### config.mk
export PLATFORM = sky130hd
export DESIGN_NAME = sef_top
export DESIGN_NICKNAME = d
export VERILOG_FILES = /design/src/sef_pkg.sv /design/src/sef_sync.sv /design/src/sef_top.sv
export VERILOG_INCLUDE_DIRS = /design/src
export SDC_FILE = /design/constraint.sdc
export NUM_CORES = 2
export LEC_CHECK = 0
export CAP_MARGIN = 10
export CORE_ASPECT_RATIO = 1.5
export CORE_UTILIZATION = 30
export CTS_CLUSTER_SIZE = 24
export DETAILED_ROUTE_END_ITERATION = 16
export DONT_BUFFER_PORTS = 1
export PLACE_DENSITY = 0.46
export SYNTH_ARGS = -nofsm -noshare
export SYNTH_HDL_FRONTEND = slang
export SYNTH_HIERARCHICAL = 1
export SYNTH_SLANG_ARGS = --single-unit
### constraint.sdc
create_clock -name ref_clk -period 4.2 [get_ports ref_clk]
set_input_delay 0.42 -clock ref_clk [delete_from_list [all_inputs] [get_ports ref_clk]]
set_output_delay 0.42 -clock ref_clk [all_outputs]
set_load 0.03 [all_outputs]
### src/sef_defs.svh
// Constants of the serial EEPROM front end.
// Operation
// - Hold 128 bytes of storage, one byte each, chosen by host byte address.
// - First byte of each transaction fills an 8-bit instruction register.
// - Sample input on serial clock rising edges only while selected.
// - All bytes travel most significant bit first, both directions.
// - First rising edge after select falls takes bit one, counter fresh.
// - Pause freezes transaction state; release resumes from the same bit.
// - Pause low floats serial output; pause high drives it again.
// - Select rising after a valid write starts a write cycle under 5 ms.
// - Decode instruction bytes with bit 3 ignored per the opcode table.
// - Read streams bytes, address incrementing and wrapping 7Fh to 00h.
// - Write latch set only by full enable byte then select high.
// - Page write wraps low four address bits within the page.
`ifndef SEF_DEFS_SVH
`define SEF_DEFS_SVH
`define EE_DEPTH      128
`define EE_AW         7
`define EE_PAGE_AW    4
`define EE_PAGE_BYTES 16
`define EE_TWC_MS     5
`define EE_CLK_KHZ    125000
`define EE_LAST_BIT   3'h7
`define EE_OP_READ    7'h03
`define EE_OP_WRITE   7'h02
`define EE_OP_CLR_WL  7'h04
`define EE_OP_SET_WL  7'h06
`define EE_OP_SREAD   7'h05
`define EE_OP_SWRITE  7'h01
`define EE_BP_LSB     2
`define EE_PROT_QTR   7'h60
`define EE_PROT_HALF  7'h40
`endif

### src/sef_pkg.sv
// Types shared by the serial EEPROM front end.
package sef_pkg;
    typedef enum logic [2:0] {
        SEF_ST_CMD  = 3'h0,
        SEF_ST_ADDR = 3'h1,
        SEF_ST_RD   = 3'h3,
        SEF_ST_WR   = 3'h2,
        SEF_ST_SRD  = 3'h6,
        SEF_ST_SWR  = 3'h7,
        SEF_ST_SKIP = 3'h5
    } sef_state_e;
    typedef enum logic [2:0] {
        SEF_CMD_NONE,
        SEF_CMD_READ,
        SEF_CMD_WRITE,
        SEF_CMD_CLR_WEL,
        SEF_CMD_SET_WEL,
        SEF_CMD_SREAD,
        SEF_CMD_SWRITE
    } sef_cmd_e;
    typedef struct packed {
        logic cs_n;
        logic sck;
        logic si;
        logic hold_n;
    } sef_pins_s;
endpackage

### src/sef_sync.sv
// Two-flop synchronisers for a group of pin inputs.
`timescale 1ns/100ps
module sef_sync #(
    parameter int unsigned W         = 4,
    parameter logic [W-1:0] RST_VAL  = '0
) (
    // Clock and reset
    input  wire logic         ref_clk,
    input  wire logic         reset,
    // Pins in and synchronised copies out
    input  wire logic [W-1:0] d,
    output logic      [W-1:0] q
);
    logic [W-1:0] meta;
    genvar i;
    generate
        for (i = 0; i < W; i++) begin : g_bit
            always_ff @(posedge ref_clk) begin
                if (reset) begin
                    meta[i] <= RST_VAL[i];
                    q[i]    <= RST_VAL[i];
                end else begin
                    meta[i] <= d[i];
                    q[i]    <= meta[i];
                end
            end
        end
    endgenerate
endmodule

### src/sef_top.sv
// Serial front end and storage of a 128-byte serial EEPROM.
`timescale 1ns/100ps
`include "sef_defs.svh"
module sef_top import sef_pkg::*; #(
    parameter int unsigned WRITE_CYCLES = `EE_TWC_MS * `EE_CLK_KHZ,
    parameter int unsigned DEPTH        = `EE_DEPTH
) (
    // Clock and reset
    input  wire logic ref_clk,
    input  wire logic reset,
    // Serial link inputs
    input  wire logic sck,
    input  wire logic cs_n,
    input  wire logic si,
    input  wire logic hold_n,
    // Serial output and its enable
    output logic      so,
    output logic      so_oe,
    // Internal write cycle in progress
    output logic      write_busy
);
    localparam int unsigned TW = $clog2(WRITE_CYCLES + 1);
    localparam logic [TW-1:0] TW_LOAD = TW'(WRITE_CYCLES - 1);

    ////////////////////////////////////////////////////////////////////////////
    sef_pins_s pins;
    logic      sck_q, cs_q;

    sef_sync #(.W(4), .RST_VAL(4'h9)) u_sync (
        .ref_clk (ref_clk),
        .reset   (reset),
        .d       ({cs_n, sck, si, hold_n}),
        .q       (pins)
    );

    // The edge detectors read only the second synchroniser stage.
    always_ff @(posedge ref_clk) begin
        if (reset) begin
            sck_q <= 1'b0;
            cs_q  <= 1'b1;
        end else begin
            sck_q <= pins.sck;
            cs_q  <= pins.cs_n;
        end
    end

    logic sck_rise, sck_fall, cs_rise, active;
    assign sck_rise = pins.sck & ~sck_q;
    assign sck_fall = ~pins.sck & sck_q;
    assign cs_rise  = pins.cs_n & ~cs_q;
    assign active   = ~pins.cs_n & pins.hold_n;

    ////////////////////////////////////////////////////////////////////////////
    // opcode decode
    function automatic sef_cmd_e decode_op(input logic [7:0] b);
        logic [6:0] k;
        k = {b[7:4], b[2:0]};
        case (k)
            `EE_OP_READ:   decode_op = SEF_CMD_READ;
            `EE_OP_WRITE:  decode_op = SEF_CMD_WRITE;
            `EE_OP_CLR_WL: decode_op = SEF_CMD_CLR_WEL;
            `EE_OP_SET_WL: decode_op = SEF_CMD_SET_WEL;
            `EE_OP_SREAD:  decode_op = SEF_CMD_SREAD;
            `EE_OP_SWRITE: decode_op = SEF_CMD_SWRITE;
            default:       decode_op = SEF_CMD_NONE;
        endcase
    endfunction

    // Block protection by the two protect bits.
    function automatic logic is_protected(input logic [1:0] bp, input logic [6:0] a);
        case (bp)
            2'h1:    is_protected = (a >= `EE_PROT_QTR);
            2'h2:    is_protected = (a >= `EE_PROT_HALF);
            2'h3:    is_protected = 1'b1;
            default: is_protected = 1'b0;
        endcase
    endfunction

    ////////////////////////////////////////////////////////////////////////////
    // storage array
    logic [7:0] mem [DEPTH];
    logic [7:0] page_buf [`EE_PAGE_BYTES];

    sef_state_e             state, next_state;
    sef_cmd_e               cmd, next_cmd;
    logic [2:0]             bit_cnt, next_bit_cnt;
    logic [7:0]             rx, next_rx, tx, next_tx;
    logic [`EE_AW-1:0]      addr, next_addr;
    logic [`EE_PAGE_BYTES-1:0] page_vld, next_page_vld;
    logic [1:0]             bp, next_bp, new_bp, next_new_bp;
    logic                   wel, next_wel, wr_ok, next_wr_ok;
    logic                   busy, next_busy, next_so, next_so_oe;
    logic [TW-1:0]          timer, next_timer;
    logic                   commit, byte_done;
    logic [7:0]             rx_byte, status;
    assign rx_byte   = {rx[6:0], pins.si};
    assign byte_done = active & sck_rise & (bit_cnt == `EE_LAST_BIT);
    assign status    = {4'h0, bp, wel, busy};

    always_comb begin
        next_state    = state;
        next_cmd      = cmd;
        next_bit_cnt  = bit_cnt;
        next_rx       = rx;
        next_tx       = tx;
        next_addr     = addr;
        next_page_vld = page_vld;
        next_bp       = bp;
        next_new_bp   = new_bp;
        next_wel      = wel;
        next_wr_ok    = wr_ok;
        next_busy     = busy;
        next_timer    = timer;
        next_so       = so;
        next_so_oe    = so_oe;
        commit        = 1'b0;
        if (busy) begin
            if (timer == '0) begin
                next_busy = 1'b0;
                next_wel  = 1'b0;
            end else begin
                next_timer = timer - TW'(1);
            end
        end
        if (cs_rise) begin
            // latch set or cleared by an instruction only if it is whole
            if (state == SEF_ST_SKIP && bit_cnt == 3'h0 && !busy) begin
                if (cmd == SEF_CMD_SET_WEL) next_wel = 1'b1;
                if (cmd == SEF_CMD_CLR_WEL) next_wel = 1'b0;
            end
            // start write only after whole data bytes
            if (wr_ok && bit_cnt == 3'h0 && wel && !busy) begin
                if (state == SEF_ST_WR) begin
                    commit     = 1'b1;
                    next_busy  = 1'b1;
                    next_timer = TW_LOAD;
                end else if (state == SEF_ST_SWR) begin
                    next_bp    = new_bp;
                    next_busy  = 1'b1;
                    next_timer = TW_LOAD;
                end
            end
        end
        if (pins.cs_n) begin
            next_state   = SEF_ST_CMD;
            next_bit_cnt = 3'h0;
            next_wr_ok   = 1'b0;
            next_so_oe   = 1'b0;
        end else if (!pins.hold_n) begin
            next_so_oe = 1'b0;
        end else begin
            next_so_oe = (state == SEF_ST_RD) || (state == SEF_ST_SRD);
            if (sck_rise) begin
                next_rx      = rx_byte;
                next_bit_cnt = bit_cnt + 3'h1;
            end
            if (sck_fall && next_so_oe) begin
                next_so = tx[7];
                next_tx = {tx[6:0], 1'b0};
            end
            if (byte_done) begin
                case (state)
                    SEF_ST_CMD: begin
                        next_cmd = decode_op(rx_byte);
                        case (decode_op(rx_byte))
                            SEF_CMD_READ, SEF_CMD_WRITE:
                                next_state = busy ? SEF_ST_SKIP : SEF_ST_ADDR;
                            SEF_CMD_SREAD: begin
                                next_state = SEF_ST_SRD;
                                next_tx    = status;
                            end
                            SEF_CMD_SWRITE: next_state = SEF_ST_SWR;
                            default:        next_state = SEF_ST_SKIP;
                        endcase
                    end
                    SEF_ST_ADDR: begin
                        next_page_vld = '0;
                        next_wr_ok    = 1'b0;
                        if (cmd == SEF_CMD_READ) begin
                            next_state = SEF_ST_RD;
                            next_tx    = mem[rx_byte[`EE_AW-1:0]];
                            next_addr  = rx_byte[`EE_AW-1:0] + `EE_AW'(1);
                        end else begin
                            next_state = SEF_ST_WR;
                            next_addr  = rx_byte[`EE_AW-1:0];
                        end
                    end
                    SEF_ST_RD: begin
                        next_tx   = mem[addr];
                        next_addr = addr + `EE_AW'(1);
                    end
                    SEF_ST_SRD: next_tx = status;
                    // page wrap on low address bits
                    SEF_ST_WR: begin
                        next_page_vld[addr[`EE_PAGE_AW-1:0]] = 1'b1;
                        next_addr[`EE_PAGE_AW-1:0] = addr[`EE_PAGE_AW-1:0] + `EE_PAGE_AW'(1);
                        next_wr_ok = 1'b1;
                    end
                    SEF_ST_SWR: begin
                        next_new_bp = rx_byte[`EE_BP_LSB+1:`EE_BP_LSB];
                        next_wr_ok  = 1'b1;
                    end
                    default: next_state = state;
                endcase
            end
        end
    end

    // pause freezes state since no edge is taken
    always_ff @(posedge ref_clk) begin
        if (reset) begin
            state    <= SEF_ST_CMD;
            cmd      <= SEF_CMD_NONE;
            bit_cnt  <= 3'h0;
            rx       <= 8'h00;
            tx       <= 8'h00;
            addr     <= '0;
            page_vld <= '0;
            bp       <= 2'h0;
            new_bp   <= 2'h0;
            wel      <= 1'b0;
            wr_ok    <= 1'b0;
            busy     <= 1'b0;
            timer    <= '0;
            so       <= 1'b0;
            so_oe    <= 1'b0;
        end else begin
            state    <= next_state;
            cmd      <= next_cmd;
            bit_cnt  <= next_bit_cnt;
            rx       <= next_rx;
            tx       <= next_tx;
            addr     <= next_addr;
            page_vld <= next_page_vld;
            bp       <= next_bp;
            new_bp   <= next_new_bp;
            wel      <= next_wel;
            wr_ok    <= next_wr_ok;
            busy     <= next_busy;
            timer    <= next_timer;
            so       <= next_so;
            so_oe    <= next_so_oe;
        end
    end
    assign write_busy = busy;

    // Storage has no reset because it models nonvolatile cells.
    always_ff @(posedge ref_clk) begin
        if (state == SEF_ST_WR && byte_done) begin
            page_buf[addr[`EE_PAGE_AW-1:0]] <= rx_byte;
        end
        if (commit) begin
            for (int i = 0; i < `EE_PAGE_BYTES; i++) begin
                if (page_vld[i] && !is_protected(bp, {addr[`EE_AW-1:`EE_PAGE_AW], 4'(i)})) begin
                    mem[{addr[`EE_AW-1:`EE_PAGE_AW], 4'(i)}] <= page_buf[i];
                end
            end
        end
    end
endmodule

==> metrics.md <==
| Metric | Value |
|---|---|
| Outcome | finished, final reports clean |
| Type of the setup path with the least slack | reg -> reg |
| Routed metal-1 wirelength | ~100,000 um |
| Post-CTS Setup Inserts | 0 |
| First-pass detailed-route iteration total | 7 |
| Peak fanout along the critical path | 22 |
| Pwr Density | about 380 nW/um^2 |
| Reg clk slew, reported paths | approximately 0.070 ns |
| Most frequent cell on the critical path | sky130_fd_sc_hd__buf_4 |
| Met2 WL post-DR | 147,000 um |
| Capture point of the critical path | tx[4] |
| Flip-flop cell with the highest count after synthesis | sky130_fd_sc_hd__edfxtp_1 |
| Mapped Avg Cell Area | between 15 and 20 um^2 |
| Synthesized cell area | 56,500 um^2 |
| Post-detailed-route via-to-cell ratio | just over 6 |
| Max-cap violations | 0 |
| # placed instances | ~6,000 |
| Final period utilization | around 100% |
| Hold slack final | approximately 0.11 ns |
| Die width | between 300 and 400 um |
| Pin count of the biggest net entering global routing | 73 |
| Footprint of the multi-input gates | 19,000 um^2 |
| Total via count in the routed design | ~37,000 |
| Slew Viols, Final | 0 |
| Register area | between 30,000 and 40,000 um^2 |
| Cell area after layout | between 60,000 and 70,000 um^2 |
| Post-layout utilization of the core | about 35% |
| Req. time, crit path | between 4 and 5 ns |
| Clk buf depth | 3 |
| Worst Skew | approximately 0.05 ns |
| Tightest Pin Transition | 1.27 ns |
| Portion of synthesized cell area occupied by the leading cell type | 61.2% |
| Remaining antenna violation count | 0 |
| Synthesized Nets | ~3,300 |
| Initial core utilization | between 30 and 40% |
| Vias in the first global route | approximately 37,000 |
| Worst vdd rail ir drop | 0.320 mV |
| Share of synthesized area occupied by flip-flops and latches | 64.3% |
| Total power consumption of the routed design | about 25 mW |
| Dpl ws | around 0.27 ns |
| Level count of the clock H-tree | 3 |
| Library cell with the largest summed area after synthesis | sky130_fd_sc_hd__edfxtp_1 |
| Post-synthesis cell count | between 3,000 and 4,000 |
| Highest routed metal layer | met5 |
| Proportion of register bits with asynchronous set or reset after synthesis | 0% |
| R2r endpoint | tx[4] |
| DIE HEIGHT | between 500 and 600 um |
| Global routing usage summed across all routing layers | between 30% and 40% |
| Non-filler instance count after layout | 6,108 |
| Initial antenna violation count | 34 |
| CTS tree | yes |
| Violation count after the first detailed-routing iteration | 5,197 |
| Final estimated routing congestion in global placement | roughly 1.1 |
| First-pass GRT wire length | around 390,000 um |
| Synth warnings | 6 |
| Post-synth EDFFs | around 1,200 |
| Placement Cell Area | around 62,000 um^2 |
| Max Clock Freq | about 240 MHz |
| Crit path DAT | 4.80 ns |
| Critical path startpoint category | flop |
| Fraction of layout cells with a size suffix above 1 | 29.5% |
| Clock Latency Late Sink | between 0.7 and 0.8 ns |
| Type of the worst min-delay path | in -> reg |
| # setup viols final | 0 |
| Biggest cell delay along the critical path | between 0.8 and 0.9 ns |
| Worst path cell trace | buf_12 > buf_4 > mux2_2 > o311ai_1 > buf_4 > a31oi_1 > o211ai_1 > nand4b_1 > o31ai_1 > a311oi_1 |
| # rows | ~190 |
| CTS Buf Count | 119 |
| R2R depth | 10 |
| Fin worst setup slack | 0.0510 ns |
| Core Box Area | around 190,000 um^2 |
| Register-to-register setup slack | 0.05 ns |
| Area Overhead vs Synth | 17.0% |
| DRT Wirelength | 303,000 um |
| Start point of the critical path | addr[1] |
| GRT Residual Overflow | 0 |
| DR WL/cell | around 50 um |
| Cells taking the most area after synthesis | sky130_fd_sc_hd__edfxtp_1 61%, sky130_fd_sc_hd__mux4_2 18%, sky130_fd_sc_hd__dfxtp_1 3.0% |
| Post-cts gate resize count | 0 |
| Sinks on Clock Net | between 1,000 and 1,500 |
| Distinct cell type count after synthesis | between 70 and 80 |
| # nets final | between 3,000 and 4,000 |
| Leakage component of the power | between 20 and 25 nW |
| Count of state elements after synthesis | 1,238 |
| Met3 wirelength from detailed routing | 19,700 um |
| Estimated wirelength of the detail-placed design | approximately 230,000 um |
| Number of port buffers | 0 |
| Endpoint type of the worst setup path | flop |
| Cell with the biggest individual delay on the critical path | sky130_fd_sc_hd__dfxtp_4 |
| Worst reg2reg path startpoint | addr[1] |
| Worst relative slew slack | 12.8% |
| Final critical-path required period | slightly above 4 ns |
| Fin. Hold Viols | 0 |
| Clock Tree Root | sky130_fd_sc_hd__clkbuf_16 |
| Die area | between 150,000 and 200,000 um^2 |
| DRC violations left | 0 |
| Setup repair after global routing missed its margin | false |
| Final total negative setup slack | 0 ns |
| Filler Cell Count | 17,500 |
| Number of I/O pins | 9 |
## critical path, delay by kind of cell, from the launching register on
kind / cells / cell delay, ns
compound gates: 5 / 1.72
buf+inv: 3 / 0.80
flops: 1 / 0.81
mux: 1 / 0.39
simple gates: 1 / 0.26
## sequential cells by signal, indices dropped and copies added (netlist names), 2 cells and up
signal,count
mem,1024
page_buf,128
timer,20
page_vld,16
tx,8
addr,7
rx,7
u_sync/meta,4
u_sync/q,4
bit_cnt,3
cmd,3
state,3
bp,2
new_bp,2
## report_power, final
group / internal (mW) / switching (mW) / leakage (nW)
clock network: 6.28 / 5.02 / 1.92
registers: 13.3 / 0.00752 / 11.1
logic: 0.148 / 0.234 / 7.37
total: 19.7 / 5.26 / 20.4
## synth_stat cells, drive strengths merged (5+ instances only)
master / number
nand3: 69
nor3: 27
o2111ai: 7
xnor2: 20
o22ai: 15
nand3b: 7
mux2: 24
a22o: 16
ha: 13
nor3b: 9
and3: 16
nand2: 136
a22oi: 82
clkbuf: 95
a2111oi: 6
a21oi: 92
nor4: 11
a211oi: 19
a32oi: 12
nor2b: 32
a21o: 5
buf: 134
nand2b: 16
or4: 8
a221oi: 31
edfxtp: 1152
mux2i: 169
dfxtp: 86
nor4bb: 6
o211ai: 16
mux4: 452
a311oi: 11
nand4: 26
nand4b: 5
a31oi: 22
nor2: 132
inv: 19
and2: 143
xor2: 8
or2: 5
o21ai: 44
## metal layers
layer  global-route usage [%]  vias to the layer above
met5                        0                        -
met3                     5.76                      752
met2                     52.2                     2261
met1                     34.5                    20100
met4                     29.8                       16
li1                         -                    14100
## kinds of logic after synthesis
kind of cell,after synthesis,synth area share [%]
compound gates,411,5.05
xor+xnor,28,0.434
fa+ha+maj,13,0.288
buf+inv,249,2.28
flops,1238,64.3
mux,645,21.5
simple gates,666,6.19
## final cells by class
cell class                      instances  share of cell area (%)
Antenna cell                           30                   0.114
Clock inverter                         70                    1.29
Timing Repair Buffer                  391                    5.38
Sequential cell                      1238                    55.0
Tap cell                             2450                    4.64
Clock buffer                          146                    4.72
Multi-Input combinational cell       1763                    28.7
Inverter                               20                   0.114
## cells in the final DEF (no fill, tap or decap), types with 31 or more instances in the layout
cell and count:
sky130_fd_sc_hd__nand3_1 69, sky130_fd_sc_hd__buf_12 47, sky130_fd_sc_hd__edfxtp_1 1152, sky130_fd_sc_hd__nand2_1 136, sky130_fd_sc_hd__dfxtp_1 73, sky130_fd_sc_hd__nor2_1 129, sky130_fd_sc_hd__buf_4 337, sky130_fd_sc_hd__and2_1 143
sky130_fd_sc_hd__o21ai_0 43, sky130_fd_sc_hd__a21oi_1 92, sky130_fd_sc_hd__a221oi_1 31, sky130_fd_sc_hd__clkbuf_16 121, sky130_fd_sc_hd__a22oi_1 81, sky130_fd_sc_hd__mux4_2 448, sky130_fd_sc_hd__mux2i_1 169
## how the worst min path moves through the flow
stage | startpoint | cells after the start | end | slack [ns]
floorplan | u_sync/meta[3] | 1 | u_sync/q[3] | 0.38
global placement | u_sync/meta[3] | 1 | u_sync/q[3] | 0.39
detailed placement | u_sync/meta[3] | 1 | u_sync/q[3] | 0.40
CTS | reset | 2 | timer[4] | 0.08
global route | reset | 2 | timer[4] | 0.14
finish | reset | 2 | timer[4] | 0.11
## what timing repair did
item,4_1_cts,5_1_grt
endpoints found under the hold margin,59,0
endpoints found under the setup margin,0,0
hold buffers,7,0
(Power assumes the default switching activity.)
